<file path="config.mk">
export PLATFORM = sky130hd
export DESIGN_NAME = adc_irq_unit
export DESIGN_NICKNAME = d
export VERILOG_FILES = /design/src/rtl/adc_irq_pkg.sv /design/src/rtl/adc_irq_unit.sv /design/src/rtl/conv_seq.sv /design/src/rtl/pin_sync.sv
export SDC_FILE = /design/constraint.sdc
export NUM_CORES = 1
export LEC_CHECK = 0
export BUFFER_PORTS_ARGS = -buffer_cell sky130_fd_sc_hd__buf_2
export CAP_MARGIN = 5
export CORE_MARGIN = 10
export CORE_UTILIZATION = 50
export CTS_CLUSTER_DIAMETER = 60
export DETAILED_ROUTE_END_ITERATION = 10
export PLACE_DENSITY = 0.66
export SLEW_MARGIN = 20
export SYNTH_ARGS = -nofsm -noshare
export SYNTH_HDL_FRONTEND = slang
export SYNTH_SLANG_ARGS = --single-unit
</file>
<file path="constraint.sdc">
create_clock -name clk_sys -period 2.9 [get_ports clk_sys]
set_input_delay 0.58 -clock clk_sys [delete_from_list [all_inputs] [get_ports clk_sys]]
set_output_delay 0.58 -clock clk_sys [all_outputs]
set_load 0.01 [all_outputs]
</file>
<file path="src/rtl/adc_irq_pkg.sv">
// constants, field layout and state types of the converter control and interrupt unit
// assumes a 10 MHz system clock and a serial register port sampled on it
package adc_irq_pkg;

  // ----------------------------------------------------------------
  // register offsets and reset values
  // ----------------------------------------------------------------
  localparam logic [7:0] CONTROL_OFFSET = 8'h0a;
  localparam logic [7:0] RESULT_OFFSET = 8'h0b;
  localparam logic [7:0] MASK_OFFSET = 8'h0c;
  localparam logic [7:0] REQUEST_OFFSET = 8'h0d;
  localparam logic [7:0] CONTROL_RESET = 8'h00;
  localparam logic [7:0] RESULT_RESET = 8'h00;
  localparam logic [7:0] MASK_RESET = 8'h00;
  localparam logic [7:0] REQUEST_RESET = 8'h00;
  localparam logic [7:0] UNMAPPED_READ = 8'h00;

  // ----------------------------------------------------------------
  // converter_control fields
  // ----------------------------------------------------------------
  localparam int VSPAN_BIT = 7;
  localparam int ISPAN_BIT = 6;
  localparam int OVERFLOW_BIT = 5;
  localparam int READY_BIT = 4;
  localparam int START_BIT = 3;
  localparam int ENABLE_BIT = 2;
  localparam int SEL_MSB = 1;
  localparam int SEL_LSB = 0;

  // source selector codes
  localparam logic [1:0] SRC_BATTERY_VOLTAGE = 2'h0;
  localparam logic [1:0] SRC_CHARGE_CURRENT = 2'h1;
  localparam logic [1:0] SRC_EXT_INPUT_A = 2'h2;
  localparam logic [1:0] SRC_EXT_INPUT_B = 2'h3;

  // ----------------------------------------------------------------
  // interrupt source positions
  // ----------------------------------------------------------------
  localparam int ADAPTER_ATTACH_BIT = 0;
  localparam int ADAPTER_REMOVE_BIT = 1;
  localparam int USB_ATTACH_BIT = 2;
  localparam int USB_REMOVE_BIT = 3;
  localparam int BATTERY_LOW_BIT = 4;
  localparam int THERMAL_ALARM_BIT = 5;
  localparam int CONVERSION_DONE_BIT = 6;
  localparam int CHARGE_TIMEOUT_BIT = 7;

  // ----------------------------------------------------------------
  // timing
  // ----------------------------------------------------------------
  localparam int CLK_HZ = 10_000_000;
  localparam int WARMUP_TIME_US = 2000;
  localparam int INTEGRATE_TIME_US = 2000;
  localparam int DEINTEGRATE_MAX_US = 2000;
  localparam int CODE_STEPS = 256;
  localparam int WARMUP_CYC = WARMUP_TIME_US * (CLK_HZ / 1_000_000);
  localparam int INTEGRATE_CYC = INTEGRATE_TIME_US * (CLK_HZ / 1_000_000);
  localparam int DEINTEGRATE_CYC = DEINTEGRATE_MAX_US * (CLK_HZ / 1_000_000);
  localparam int STEP_CYC = DEINTEGRATE_CYC / CODE_STEPS;

  // serial port device address
  localparam logic [6:0] DEVICE_ADDR_DEFAULT = 7'h3c;

  // ----------------------------------------------------------------
  // state types
  // ----------------------------------------------------------------
  typedef enum logic [2:0] {
    SP_IDLE = 3'h0,
    SP_ADDR = 3'h1,
    SP_ADDR_ACK = 3'h3,
    SP_WRITE = 3'h2,
    SP_WRITE_ACK = 3'h6,
    SP_READ = 3'h7,
    SP_READ_ACK = 3'h5
  } port_state_t;

  typedef enum logic [2:0] {
    CV_OFF = 3'h0,
    CV_WARM = 3'h1,
    CV_READY = 3'h3,
    CV_INTEG = 3'h2,
    CV_DEINT = 3'h6
  } conv_state_t;

endpackage

</file>
<file path="src/rtl/adc_irq_unit.sv">
// converter control registers and eight-source interrupt unit behind a serial port
// assumes scl/sda and status pins are asynchronous; open-drain pins resolved outside
// What this block does
// [RL1] D7 selects narrow or wide battery span
// [RL2] D6 selects 605 or 1100 mA span
// [RL3] battery code zero is 2.6 V
// [RL4] external inputs unscaled, code zero is reference
// [RL5] D1-0 select the converted source
// [RL6] converter disabled after reset, D2 enables
// [RL7] writing one to D3 starts conversion
// [RL8] host toggles start bit zero then one
// [RL9] host selects source before starting
// [RL10] completion sets D4 and conversion event
// [RL11] unmasked events pull interrupt pin low
// [RL12] masked events still recorded for polling
// [RL13] mask bit one enables, resets to zero
// [RL14] reading request register clears it
// [RL15] events during clear held in pending buffer
// [RL16] pending event re-asserts pin at once
// [RL17] no priority, firmware orders service
// [RL18] events captured regardless of standby
// [RL19] attach and removal events for both inputs
// [RL20] battery low raises its event
// [RL21] thermal alarm raises its event
// [RL22] charger timeout raises its event
// [RL23] request register one bit per source
module adc_irq_unit #(
  parameter logic [6:0] DEV_ADDR = adc_irq_pkg::DEVICE_ADDR_DEFAULT,
  parameter int WARM_CYC = adc_irq_pkg::WARMUP_CYC,
  parameter int INT_CYC = adc_irq_pkg::INTEGRATE_CYC,
  parameter int STEP_CYC = adc_irq_pkg::STEP_CYC
) (
  input wire logic clk_sys,
  input wire logic srst,
  input wire logic scl_in,
  input wire logic sda_in,
  output logic sda_out,
  output logic sda_oe,
  input wire logic irq_out_n_in,
  output logic irq_out_n,
  output logic irq_out_n_oe,
  input wire logic adapter_present,
  input wire logic usb_present,
  input wire logic battery_low,
  input wire logic thermal_alarm,
  input wire logic charge_timeout,
  input wire logic adc_cmp_high,
  output logic adc_enable,
  output logic [1:0] adc_source_sel,
  output logic battery_voltage_span_sel,
  output logic charge_current_span_sel,
  output logic adc_integrate,
  output logic adc_deintegrate
);
  import adc_irq_pkg::*;

  // ----------------------------------------------------------------
  // pin synchronisation and edges
  // ----------------------------------------------------------------
  logic [7:0] pins_f;
  logic [7:0] pins_d_reg;
  logic scl_f, sda_f, scl_d, sda_d;
  logic scl_rise, scl_fall, start_c, stop_c;
  logic [7:0] ev;
  logic conv_done, conv_ovf, conv_busy;
  logic [7:0] conv_code;

  pin_sync #(.W(8), .INIT(8'h03)) u_sync (
    .clk_sys(clk_sys),
    .srst(srst),
    .d({adc_cmp_high, charge_timeout, thermal_alarm, battery_low, usb_present,
        adapter_present, sda_in, scl_in}),
    .q(pins_f)
  );

  always_ff @(posedge clk_sys)
  begin
    if (srst)
      pins_d_reg <= 8'h03;
    else
      pins_d_reg <= pins_f;
  end

  assign scl_f = pins_f[0];
  assign sda_f = pins_f[1];
  assign scl_d = pins_d_reg[0];
  assign sda_d = pins_d_reg[1];
  assign scl_rise = scl_f & ~scl_d;
  assign scl_fall = ~scl_f & scl_d;
  assign start_c = scl_f & scl_d & sda_d & ~sda_f;
  assign stop_c = scl_f & scl_d & ~sda_d & sda_f;

  // event vector, one bit per source
  always_comb
  begin
    ev = 8'h00;
    ev[ADAPTER_ATTACH_BIT] = pins_f[2] & ~pins_d_reg[2]; // RL19
    ev[ADAPTER_REMOVE_BIT] = ~pins_f[2] & pins_d_reg[2]; // RL19
    ev[USB_ATTACH_BIT] = pins_f[3] & ~pins_d_reg[3]; // RL19
    ev[USB_REMOVE_BIT] = ~pins_f[3] & pins_d_reg[3]; // RL19
    ev[BATTERY_LOW_BIT] = pins_f[4] & ~pins_d_reg[4]; // RL20
    ev[THERMAL_ALARM_BIT] = pins_f[5] & ~pins_d_reg[5]; // RL21
    ev[CONVERSION_DONE_BIT] = conv_done; // RL10
    ev[CHARGE_TIMEOUT_BIT] = pins_f[6] & ~pins_d_reg[6]; // RL22
  end

  // ----------------------------------------------------------------
  // serial register port
  // ----------------------------------------------------------------
  port_state_t st_reg;
  logic [3:0] cnt_reg;
  logic [7:0] shift_reg, ptr_reg, rdata;
  logic rw_reg, first_reg, ack_ok_reg;
  logic rd_load, rd_end, wr_stb;

  logic vspan_reg, ispan_reg, ovf_reg, ready_reg, start_reg, en_reg;
  logic [1:0] sel_reg;
  logic [7:0] result_reg, mask_reg, req_reg, pend_reg;
  logic clr_busy_reg, clr_start, clr_end, start_pulse;

  assign rd_load = scl_fall && ((st_reg == SP_ADDR_ACK && rw_reg)
                   || (st_reg == SP_READ_ACK && ack_ok_reg));
  assign rd_end = scl_fall && st_reg == SP_READ && cnt_reg == 4'h8;
  assign wr_stb = scl_fall && st_reg == SP_WRITE && cnt_reg == 4'h8 && !first_reg;

  always_comb
  begin
    case (ptr_reg)
      CONTROL_OFFSET: rdata = {vspan_reg, ispan_reg, ovf_reg, ready_reg, start_reg,
                               en_reg, sel_reg};
      RESULT_OFFSET: rdata = result_reg;
      MASK_OFFSET: rdata = mask_reg;
      REQUEST_OFFSET: rdata = req_reg; // RL23
      default: rdata = UNMAPPED_READ;
    endcase
  end

  always_ff @(posedge clk_sys)
  begin
    if (srst)
    begin
      st_reg <= SP_IDLE;
      cnt_reg <= 4'h0;
      shift_reg <= 8'h00;
      ptr_reg <= 8'h00;
      rw_reg <= 1'b0;
      first_reg <= 1'b0;
      ack_ok_reg <= 1'b0;
      sda_oe <= 1'b0;
    end
    else if (start_c)
    begin
      st_reg <= SP_ADDR;
      cnt_reg <= 4'h0;
      sda_oe <= 1'b0;
    end
    else if (stop_c)
    begin
      st_reg <= SP_IDLE;
      sda_oe <= 1'b0;
    end
    else if (scl_rise)
    begin
      case (st_reg)
        SP_ADDR, SP_WRITE:
        begin
          shift_reg <= {shift_reg[6:0], sda_f};
          cnt_reg <= cnt_reg + 4'h1;
        end
        SP_READ: cnt_reg <= cnt_reg + 4'h1;
        SP_READ_ACK: ack_ok_reg <= ~sda_f;
        default: ;
      endcase
    end
    else if (scl_fall)
    begin
      case (st_reg)
        SP_ADDR:
        begin
          if (cnt_reg == 4'h8)
          begin
            if (shift_reg[7:1] == DEV_ADDR)
            begin
              st_reg <= SP_ADDR_ACK;
              rw_reg <= shift_reg[0];
              sda_oe <= 1'b1;
            end
            else
              st_reg <= SP_IDLE;
          end
        end
        SP_WRITE:
        begin
          if (cnt_reg == 4'h8)
          begin
            st_reg <= SP_WRITE_ACK;
            sda_oe <= 1'b1;
            first_reg <= 1'b0;
            ptr_reg <= first_reg ? shift_reg : ptr_reg + 8'h01;
          end
        end
        SP_WRITE_ACK:
        begin
          st_reg <= SP_WRITE;
          cnt_reg <= 4'h0;
          sda_oe <= 1'b0;
        end
        SP_READ:
        begin
          if (cnt_reg == 4'h8)
          begin
            st_reg <= SP_READ_ACK;
            sda_oe <= 1'b0;
          end
          else
          begin
            sda_oe <= ~shift_reg[6];
            shift_reg <= {shift_reg[6:0], 1'b0};
          end
        end
        SP_ADDR_ACK, SP_READ_ACK:
        begin
          cnt_reg <= 4'h0;
          if (rd_load)
          begin
            st_reg <= SP_READ;
            shift_reg <= rdata;
            sda_oe <= ~rdata[7];
            ptr_reg <= ptr_reg + 8'h01;
          end
          else if (st_reg == SP_ADDR_ACK)
          begin
            st_reg <= SP_WRITE;
            first_reg <= 1'b1;
            sda_oe <= 1'b0;
          end
          else
            st_reg <= SP_IDLE;
        end
        default: ;
      endcase
    end
  end

  // ----------------------------------------------------------------
  // converter control
  // ----------------------------------------------------------------
  assign start_pulse = wr_stb && ptr_reg == CONTROL_OFFSET
                       && shift_reg[START_BIT] && !start_reg; // RL7 RL8

  always_ff @(posedge clk_sys)
  begin
    if (srst)
    begin
      {vspan_reg, ispan_reg, ovf_reg, ready_reg, start_reg, en_reg, sel_reg} <=
        CONTROL_RESET; // RL6
      result_reg <= RESULT_RESET;
      mask_reg <= MASK_RESET; // RL13
    end
    else
    begin
      if (wr_stb && ptr_reg == CONTROL_OFFSET)
      begin
        vspan_reg <= shift_reg[VSPAN_BIT]; // RL1
        ispan_reg <= shift_reg[ISPAN_BIT]; // RL2
        start_reg <= shift_reg[START_BIT];
        en_reg <= shift_reg[ENABLE_BIT]; // RL6
        sel_reg <= shift_reg[SEL_MSB:SEL_LSB]; // RL5
      end
      if (wr_stb && ptr_reg == MASK_OFFSET)
        mask_reg <= shift_reg; // RL13
      // completion wins over the clear from a new start
      if (conv_done)
      begin
        ready_reg <= 1'b1; // RL10
        ovf_reg <= conv_ovf;
        result_reg <= conv_code; // RL3 RL4
      end
      else if (start_pulse)
        ready_reg <= 1'b0;
    end
  end

  conv_seq #(.WARM_CYC(WARM_CYC), .INT_CYC(INT_CYC), .STEP_CYC(STEP_CYC)) u_conv (
    .clk_sys(clk_sys),
    .srst(srst),
    .enable(en_reg),
    .start(start_pulse),
    .cmp_high(pins_f[7]),
    .integ(adc_integrate),
    .deint(adc_deintegrate),
    .busy(conv_busy),
    .done(conv_done),
    .ovf(conv_ovf),
    .code(conv_code)
  );

  always_ff @(posedge clk_sys)
  begin
    if (srst)
    begin
      adc_enable <= 1'b0;
      adc_source_sel <= SRC_BATTERY_VOLTAGE;
      battery_voltage_span_sel <= 1'b0;
      charge_current_span_sel <= 1'b0;
    end
    else
    begin
      adc_enable <= en_reg;
      adc_source_sel <= sel_reg; // RL5
      battery_voltage_span_sel <= vspan_reg; // RL1
      charge_current_span_sel <= ispan_reg; // RL2
    end
  end

  // ----------------------------------------------------------------
  // interrupt request, pending buffer and pin
  // ----------------------------------------------------------------
  assign clr_start = rd_load && ptr_reg == REQUEST_OFFSET; // RL14
  assign clr_end = clr_busy_reg && (rd_end || start_c || stop_c);

  // capture has no standby gating
  always_ff @(posedge clk_sys)
  begin
    if (srst)
    begin
      req_reg <= REQUEST_RESET; // RL23
      pend_reg <= 8'h00;
      clr_busy_reg <= 1'b0;
    end
    else if (clr_start)
    begin
      req_reg <= 8'h00; // RL14
      pend_reg <= pend_reg | ev; // RL15
      clr_busy_reg <= 1'b1;
    end
    else if (clr_end)
    begin
      req_reg <= pend_reg | ev; // RL15
      pend_reg <= 8'h00;
      clr_busy_reg <= 1'b0;
    end
    else if (clr_busy_reg)
      pend_reg <= pend_reg | ev; // RL15
    else
      req_reg <= req_reg | ev; // RL12 RL18
  end

  always_ff @(posedge clk_sys)
  begin
    if (srst)
    begin
      irq_out_n <= 1'b0;
      irq_out_n_oe <= 1'b0;
      sda_out <= 1'b0;
    end
    else
    begin
      irq_out_n <= 1'b0;
      sda_out <= 1'b0;
      irq_out_n_oe <= |(req_reg & mask_reg); // RL11 RL13 RL16
    end
  end
endmodule

</file>
<file path="src/rtl/conv_seq.sv">
// dual-slope converter sequencer: warm-up, integrate, timed de-integrate
// assumes cmp_high is synchronised and stays high until the ramp crosses
module conv_seq #(
  parameter int WARM_CYC = adc_irq_pkg::WARMUP_CYC,
  parameter int INT_CYC = adc_irq_pkg::INTEGRATE_CYC,
  parameter int STEP_CYC = adc_irq_pkg::STEP_CYC
) (
  input wire logic clk_sys,
  input wire logic srst,
  input wire logic enable,
  input wire logic start,
  input wire logic cmp_high,
  output logic integ,
  output logic deint,
  output logic busy,
  output logic done,
  output logic ovf,
  output logic [7:0] code
);
  import adc_irq_pkg::*;

  conv_state_t st_reg;
  logic [15:0] cnt_reg;
  logic [7:0] acc_reg;
  logic pend_reg;

  // ----------------------------------------------------------------
  // phase sequencing
  // ----------------------------------------------------------------
  always_ff @(posedge clk_sys)
  begin
    if (srst)
    begin
      st_reg <= CV_OFF;
      cnt_reg <= 16'h0000;
      acc_reg <= 8'h00;
      pend_reg <= 1'b0;
      integ <= 1'b0;
      deint <= 1'b0;
      busy <= 1'b0;
      done <= 1'b0;
      ovf <= 1'b0;
      code <= 8'h00;
    end
    else
    begin
      done <= 1'b0;
      if (!enable)
      begin
        st_reg <= CV_OFF;
        pend_reg <= 1'b0;
        integ <= 1'b0;
        deint <= 1'b0;
        busy <= 1'b0;
      end
      else
      begin
        case (st_reg)
          CV_OFF:
          begin
            st_reg <= CV_WARM;
            cnt_reg <= 16'h0000;
          end
          CV_WARM:
          begin
            // a start during warm-up waits for it to finish
            if (start)
            begin
              pend_reg <= 1'b1;
              busy <= 1'b1;
            end
            if (cnt_reg == 16'(WARM_CYC - 1))
            begin
              st_reg <= CV_READY;
              cnt_reg <= 16'h0000;
            end
            else
              cnt_reg <= cnt_reg + 16'h0001;
          end
          CV_READY:
          begin
            if (start || pend_reg)
            begin
              st_reg <= CV_INTEG;
              cnt_reg <= 16'h0000;
              pend_reg <= 1'b0;
              integ <= 1'b1;
              busy <= 1'b1;
            end
          end
          CV_INTEG:
          begin
            if (cnt_reg == 16'(INT_CYC - 1))
            begin
              st_reg <= CV_DEINT;
              cnt_reg <= 16'h0000;
              acc_reg <= 8'h00;
              integ <= 1'b0;
              deint <= 1'b1;
            end
            else
              cnt_reg <= cnt_reg + 16'h0001;
          end
          CV_DEINT:
          begin
            if (!cmp_high)
            begin
              st_reg <= CV_READY;
              deint <= 1'b0;
              busy <= 1'b0;
              done <= 1'b1;
              ovf <= 1'b0;
              code <= acc_reg;
            end
            else if (cnt_reg == 16'(STEP_CYC - 1))
            begin
              cnt_reg <= 16'h0000;
              if (acc_reg == 8'hff)
              begin
                st_reg <= CV_READY;
                deint <= 1'b0;
                busy <= 1'b0;
                done <= 1'b1;
                ovf <= 1'b1;
                code <= 8'hff;
              end
              else
                acc_reg <= acc_reg + 8'h01;
            end
            else
              cnt_reg <= cnt_reg + 16'h0001;
          end
          default:
            st_reg <= CV_OFF;
        endcase
      end
    end
  end

endmodule

</file>
<file path="src/rtl/pin_sync.sv">
// three-stage input synchroniser with agreement filter
// assumes asynchronous inputs; output follows when stages two and three agree
module pin_sync #(
  parameter int W = 1,
  parameter logic [W-1:0] INIT = '0
) (
  input wire logic clk_sys,
  input wire logic srst,
  input wire logic [W-1:0] d,
  output logic [W-1:0] q
);

  logic [W-1:0] s1_reg;
  logic [W-1:0] s2_reg;
  logic [W-1:0] s3_reg;

  always_ff @(posedge clk_sys)
  begin
    if (srst)
    begin
      s1_reg <= INIT;
      s2_reg <= INIT;
      s3_reg <= INIT;
      q <= INIT;
    end
    else
    begin
      s1_reg <= d;
      s2_reg <= s1_reg;
      s3_reg <= s2_reg;
      q <= (s2_reg & ~(s2_reg ^ s3_reg)) | (q & (s2_reg ^ s3_reg));
    end
  end

endmodule
</file>
# [Word-level counts from Yosys, hierarchy flattened]
# Cells that the tools add are included.
[totals] register_bits=153 inputBits=11 output_inout_bits=11 word_cells=276
[classes] addsub=4 eq_ne=47 muxes=83 n_bitwise=40 reduce_logical=62
[ops] cell="two-way mux 8 bit" count=20
[ops] cell="two-way mux 16 bit" count=4
[ops] cell="case mux 16 bit (4 select lines)" count=1
[ops] cell="case mux 8 bit (2 select lines)" count=3
[ops] cell="equality test 8 x 4 -> 1 bit (second input constant)" count=4
[ops] cell="case mux 8 bit (4 select lines)" count=1
[ops] cell="two-way mux 1 bit" count=31
[ops] cell="two-way mux 3 bit" count=10
[ops] cell="case mux 3 bit (5 select lines)" count=2
[ops] cell="AND reduction 7 bit" count=4
[ops] cell="AND 8 bit" count=3
[ops] cell="OR 8 bit" count=3
[ops] cell="inequality test 2 x 1 -> 1 bit (second input constant)" count=10
[ops] cell="AND reduction 4 bit" count=5
[ops] cell="inequality test 2 bit (second input constant)" count=9
[ops] cell="inverter 1 bit" count=18
[ops] cell="AND reduction 6 bit" count=3
[ops] cell="adder 16 x 1 -> 16 bit (second input constant)" count=1
[ops] cell="adder 8 x 1 -> 8 bit (second input constant)" count=2
[ops] cell="equality test 16 x 15 -> 1 bit (second input constant)" count=1
[ops] cell="equality test 16 x 7 -> 1 bit (second input constant)" count=1
[ops] cell="two-way mux 4 bit" count=4
[ops] cell="nonzero test 2 bit" count=8
[ops] cell="AND 1 bit" count=14
[ops] cell="31 further kinds" count=74

# [Depth between registers and ports, before layout]
[logic_depth] ltp_word=11 mapped_depth=10 mapped_depth_nobuf=7

# [By module]
# Synthesis repeated with hierarchy kept, for this count alone.
[hier_totals] cells_unflattened=791 area_unflattened_um2=7031.7
[modules_own_cells] mod="adc_irq_unit" n_inst=1 cells_per_inst=466 area_each_um2=4062.6 seq_area_each_um2=1621.6
[modules_own_cells] mod="conv_seq" n_inst=1 cells_per_inst=242 area_each_um2=2021.9 seq_area_each_um2=820.8
[modules_own_cells] mod="pin_sync" n_inst=1 cells_per_inst=83 area_each_um2=947.2 seq_area_each_um2=640.6

# [Least setup slack after synthesis]
# No wires, ideal clock.
[synth_path] path_type="flip-flop to flip-flop" from="register ptr_reg[0]" to="register u_conv.cnt_reg[13]" setup_time_ns=0.066 arrival_ns=2.146 t_required_ns=2.834 path_slack_ns=0.688 path_stages_with_launch=10 path_buffers=2 period_less_slack_ns=2.212 path_cell_list="dfxtp_1 inv_1 ha_1 buf_2 nor4b_1 nand4_1 a21o_1 buf_6 or4_4 a21oi_2"
[synth_between] elab_chain_cells=7
[synth_lines] item="from (decl)" line_no="adc_irq_unit.sv:112" rtl="logic [7:0] shift_reg, ptr_reg, rdata;"
[synth_lines] item="from (signal assigned)" line_no="adc_irq_unit.sv:199" rtl="ptr_reg <= first_reg ? shift_reg : ptr_reg + 8'h01;"
[synth_lines] item="from (signal assigned)" line_no="adc_irq_unit.sv:229" rtl="ptr_reg <= ptr_reg + 8'h01;"
[synth_lines] item="equality test 8 x 4 -> 1 bit" line_no="adc_irq_unit.sv:248" rtl="assign start_pulse = wr_stb && ptr_reg == CONTROL_OFFSET"
[synth_lines] item="logical AND 1 bit" line_no="adc_irq_unit.sv:248"
[synth_lines] item="logical AND 1 bit (2 in a row)" line_no="adc_irq_unit.sv:249" rtl="&& shift_reg[START_BIT] && !start_reg;"
[synth_lines] item="logical OR 1 bit" line_no="conv_seq.sv:82" rtl="if (start || pend_reg)"
[synth_lines] item="inequality test 2 x 1 -> 1 bit (no source line)"
[synth_lines] item="AND reduction 4 bit (no source line)"
[synth_lines] item="to (signal assigned)" line_no="conv_seq.sv:78" rtl="cnt_reg <= cnt_reg + 16'h0001;"
[synth_lines] item="to (signal assigned)" line_no="conv_seq.sv:102" rtl="cnt_reg <= cnt_reg + 16'h0001;"
[synth_lines] item="to (signal assigned)" line_no="conv_seq.sv:131" rtl="cnt_reg <= cnt_reg + 16'h0001;"
[synth_lines] item="to (decl)" line_no="conv_seq.sv:23" rtl="logic [15:0] cnt_reg;"
# No other way between the ends.
# A chain may end at the register's enable or synchronous reset.

# [Worst setup path after layout]
[layout_path] from="register ptr_reg[0]" to="register u_conv.cnt_reg[7]"
# The elaborated chain is that of the path after synthesis.

==> summary.txt <==
Run status
  – Status: complete, no violations

Route
  – Antenna Violating Nets Remaining: 0
  – Drt total wl: 17.0 mm
  – Number of remaining DRC errors: 0
  – Drt wl/cell: 17.0 microns
  – Via Count: 6095
  – DRT Pass-1 Iters: 5
  – First DRT Iteration DRCs: 567
  – Routed vias/inst: 6.08

STA
  – Final TNS setup: 0 ps
  – Final worst path period share: 0.902
  – Actual slew at the worst max-slew pin: 700 ps
  – Tmin final: 2620 ps
  – Final setup violation count: 0
  – Setup WS post-layout: 283 ps
  – Final Slew Violations: 0
  – RSZ-0062 raised after global routing: no
  – Worst slew margin: 0.533
  – Fmax: 382 MHz
  – Final hold vios: 0
  – Final Skew: 7.89 ps

Logic synthesis
  – Cell variety after synth: 72
  – Post-Synthesis Cells: 807
  – Post-synth top flop: dfxtp_1
  – Yosys reg bits: 153
  – FFs w/ async S/R, synth: 0
  – Commonest cells in the netlist: 153 x dfxtp_1, 72 x nor2_1, 59 x a21oi_1
  – Synth top area cells: dfxtp_1 43%, a21oi_1 4.2%, nor2_1 3.8%
  – Area leader, netlist: dfxtp_1
  – Syn avg cell area: 8.76 sq um
  – Number of flops mapped to enable cells by yosys: 0
  – Synthesis warning total: 0
  – Count leader, synth: dfxtp_1
  – Seq/Total Area, Yosys: 0.433
  – Cell area after synthesis: 7070 sq um
  – Share of the synthesized area in the top cell type: 0.433

Pwr
  – P per Cell Area: 551 nW/um^2
  – Part of the power in the clock network: 0.488
  – Switching share of power: 0.224
  – Internal power: 3.36 mW
  – Reg power frac: 0.491
  – P_leak: 2.73 nW
  – Comb power frac: 0.021
  – Peak supply drop: 359 uV
  – Sw power: 0.971 mW

Global route
  – Vias in the first global route: 5749
  – First-pass GRT wire length: 28.4 mm
  – GR Util All Layers: 0.172
  – Initial antenna violation count: 0
  – GRT overflow: 0
  – Largest net degree at the start of global routing: 93

Layout
  – Final core occ: 0.566
  – Final #Nets: 832
  – Filler instances: 1281
  – Area taken by multi-input logic gates: 3680 sq um
  – Max reg flops: 16
  – Diode count: 0
  – FF/Latch Area: 3060 sq um
  – Layout cells sized above 1: 0.109
  – Synthesis-to-layout area growth: 11.1%

Floorplanning
  – Die height: 139 microns
  – # rows: 43
  – # IOs: 22
  – Die area: 19300 sq um
  – Initial Util: 0.509
  – Core area: 13900 sq um
  – Die extent in x: 139 microns

Setup path
  – Setup Crit Path Kind: register to register
  – FF-to-FF path depth: 7
  – Startpoint class of the critical path: register
  – WP data required: 3250 ps
  – Type of destination of the critical path: register
  – Critical-path maximum fanout: 13
  – Crit path DAT: 2970 ps

Worst hold path
  – Worst Hold Path Cells: 2
  – HP Class: input pin to register

Job
  – Max-cap violations: 0

Placed design
  – Gp weighted congestion: 0.913
  – HPWL after DPL: 11.6 mm
  – # port buffers: 18
  – Pre-CTS setup slack: 359 ps

Clock network
  – Worst-Skew Late Latency: 420 ps
  – Gates resized, CTS repair: 0
  – Clock Path Buffers: 2
  – TritonCTS Buffers: 17
  – Hold_buf cts: 0
  – Htree depth: 4
  – CTS Root Cell: clkbuf_16
  – CTS Sinks: 153
  – CTS tree: yes
  – Number of setup buffers added after CTS: 0
  – Clock-pin slew on the worst setup and hold paths: 60 ps
cell type report:
cell class | count | share of cell area
Inverter | 27 | 0.0129
Tap cell | 180 | 0.0287
Clock buffer | 19 | 0.0564
Timing Repair Buffer | 33 | 0.0274
Clock inverter | 13 | 0.0153
Multi-Input combinational cell | 577 | 0.469
Sequential cell | 153 | 0.390
per-stage QoR:
stage               power, mW  hold slack [ps]  instances  area (sq um)
floorplan                2.23              389        808          7070
global placement         2.26              399        970          7290
finish                   4.33              336       1002          7850
detailed placement       2.26              398        970          7290
global route             4.46              323       1002          7850
CTS                      4.36              322       1002          7850
power groups by stage:
stage	combinational, mW	sequential, mW	clock [mW]
global placement	0.0877	2.17	0
floorplan	0.0638	2.17	0
detailed placement	0.0900	2.17	0
finish	0.0899	2.12	2.11
CTS	0.0903	2.12	2.14
global route	0.0996	2.13	2.23
final timing paths:
check / startpoint / end / slack (ps)
worst max-delay path: ptr_reg[0] / u_conv.cnt_reg[7] / 280
worst min-delay path: sda_in / u_sync.s1_reg[1] / 340
worst max register to register: ptr_reg[0] / u_conv.cnt_reg[7] / 280
worst min register to register: u_sync.s1_reg[1] / u_sync.s2_reg[1] / 410
cells in the final DEF, fill, tap and decap left out, drive strengths merged, types with 14 or more instances in the layout:
master and instances:
a211oi 31, a21oi 60, a22oi 14, buf 33
clkbuf 19, dfxtp 153, inv 28, mux2i 21
nand2 42, nand3 28, nor2 72, nor2b 40
nor3 15, o21ai 46, or3 14
metal layers:
layer / vias to the layer above / GRT usage / wire, microns
met4: 0 / 0.0632 / 226
met2: 156 / 0.280 / 8270
met3: 21 / 0.0363 / 742
met5: - / 0 / 0
li1: 2966 / - / -
met1: 2952 / 0.218 / 7790
cell families (layout without fill, tap and decap cells):
family | count (synthesis) | after routing | synth area share
buf+inv | 78 | 92 | 0.0462
flops | 153 | 153 | 0.433
mux | 22 | 22 | 0.0313
fa+ha+maj | 12 | 12 | 0.0212
simple gates | 295 | 295 | 0.226
xor+xnor | 15 | 15 | 0.0186
other cells | 1 | 2 | 0.000530
compound gates | 231 | 231 | 0.223
critical path: stages (launching register included):
cell,delay [ps]
dfxtp_1,370
inv_1,110
ha_1,400
nor4b_1,370
nand4_1,220
a21o_1,360
or4_1,540
a21oi_1,170
(Power assumes the default switching activity.)
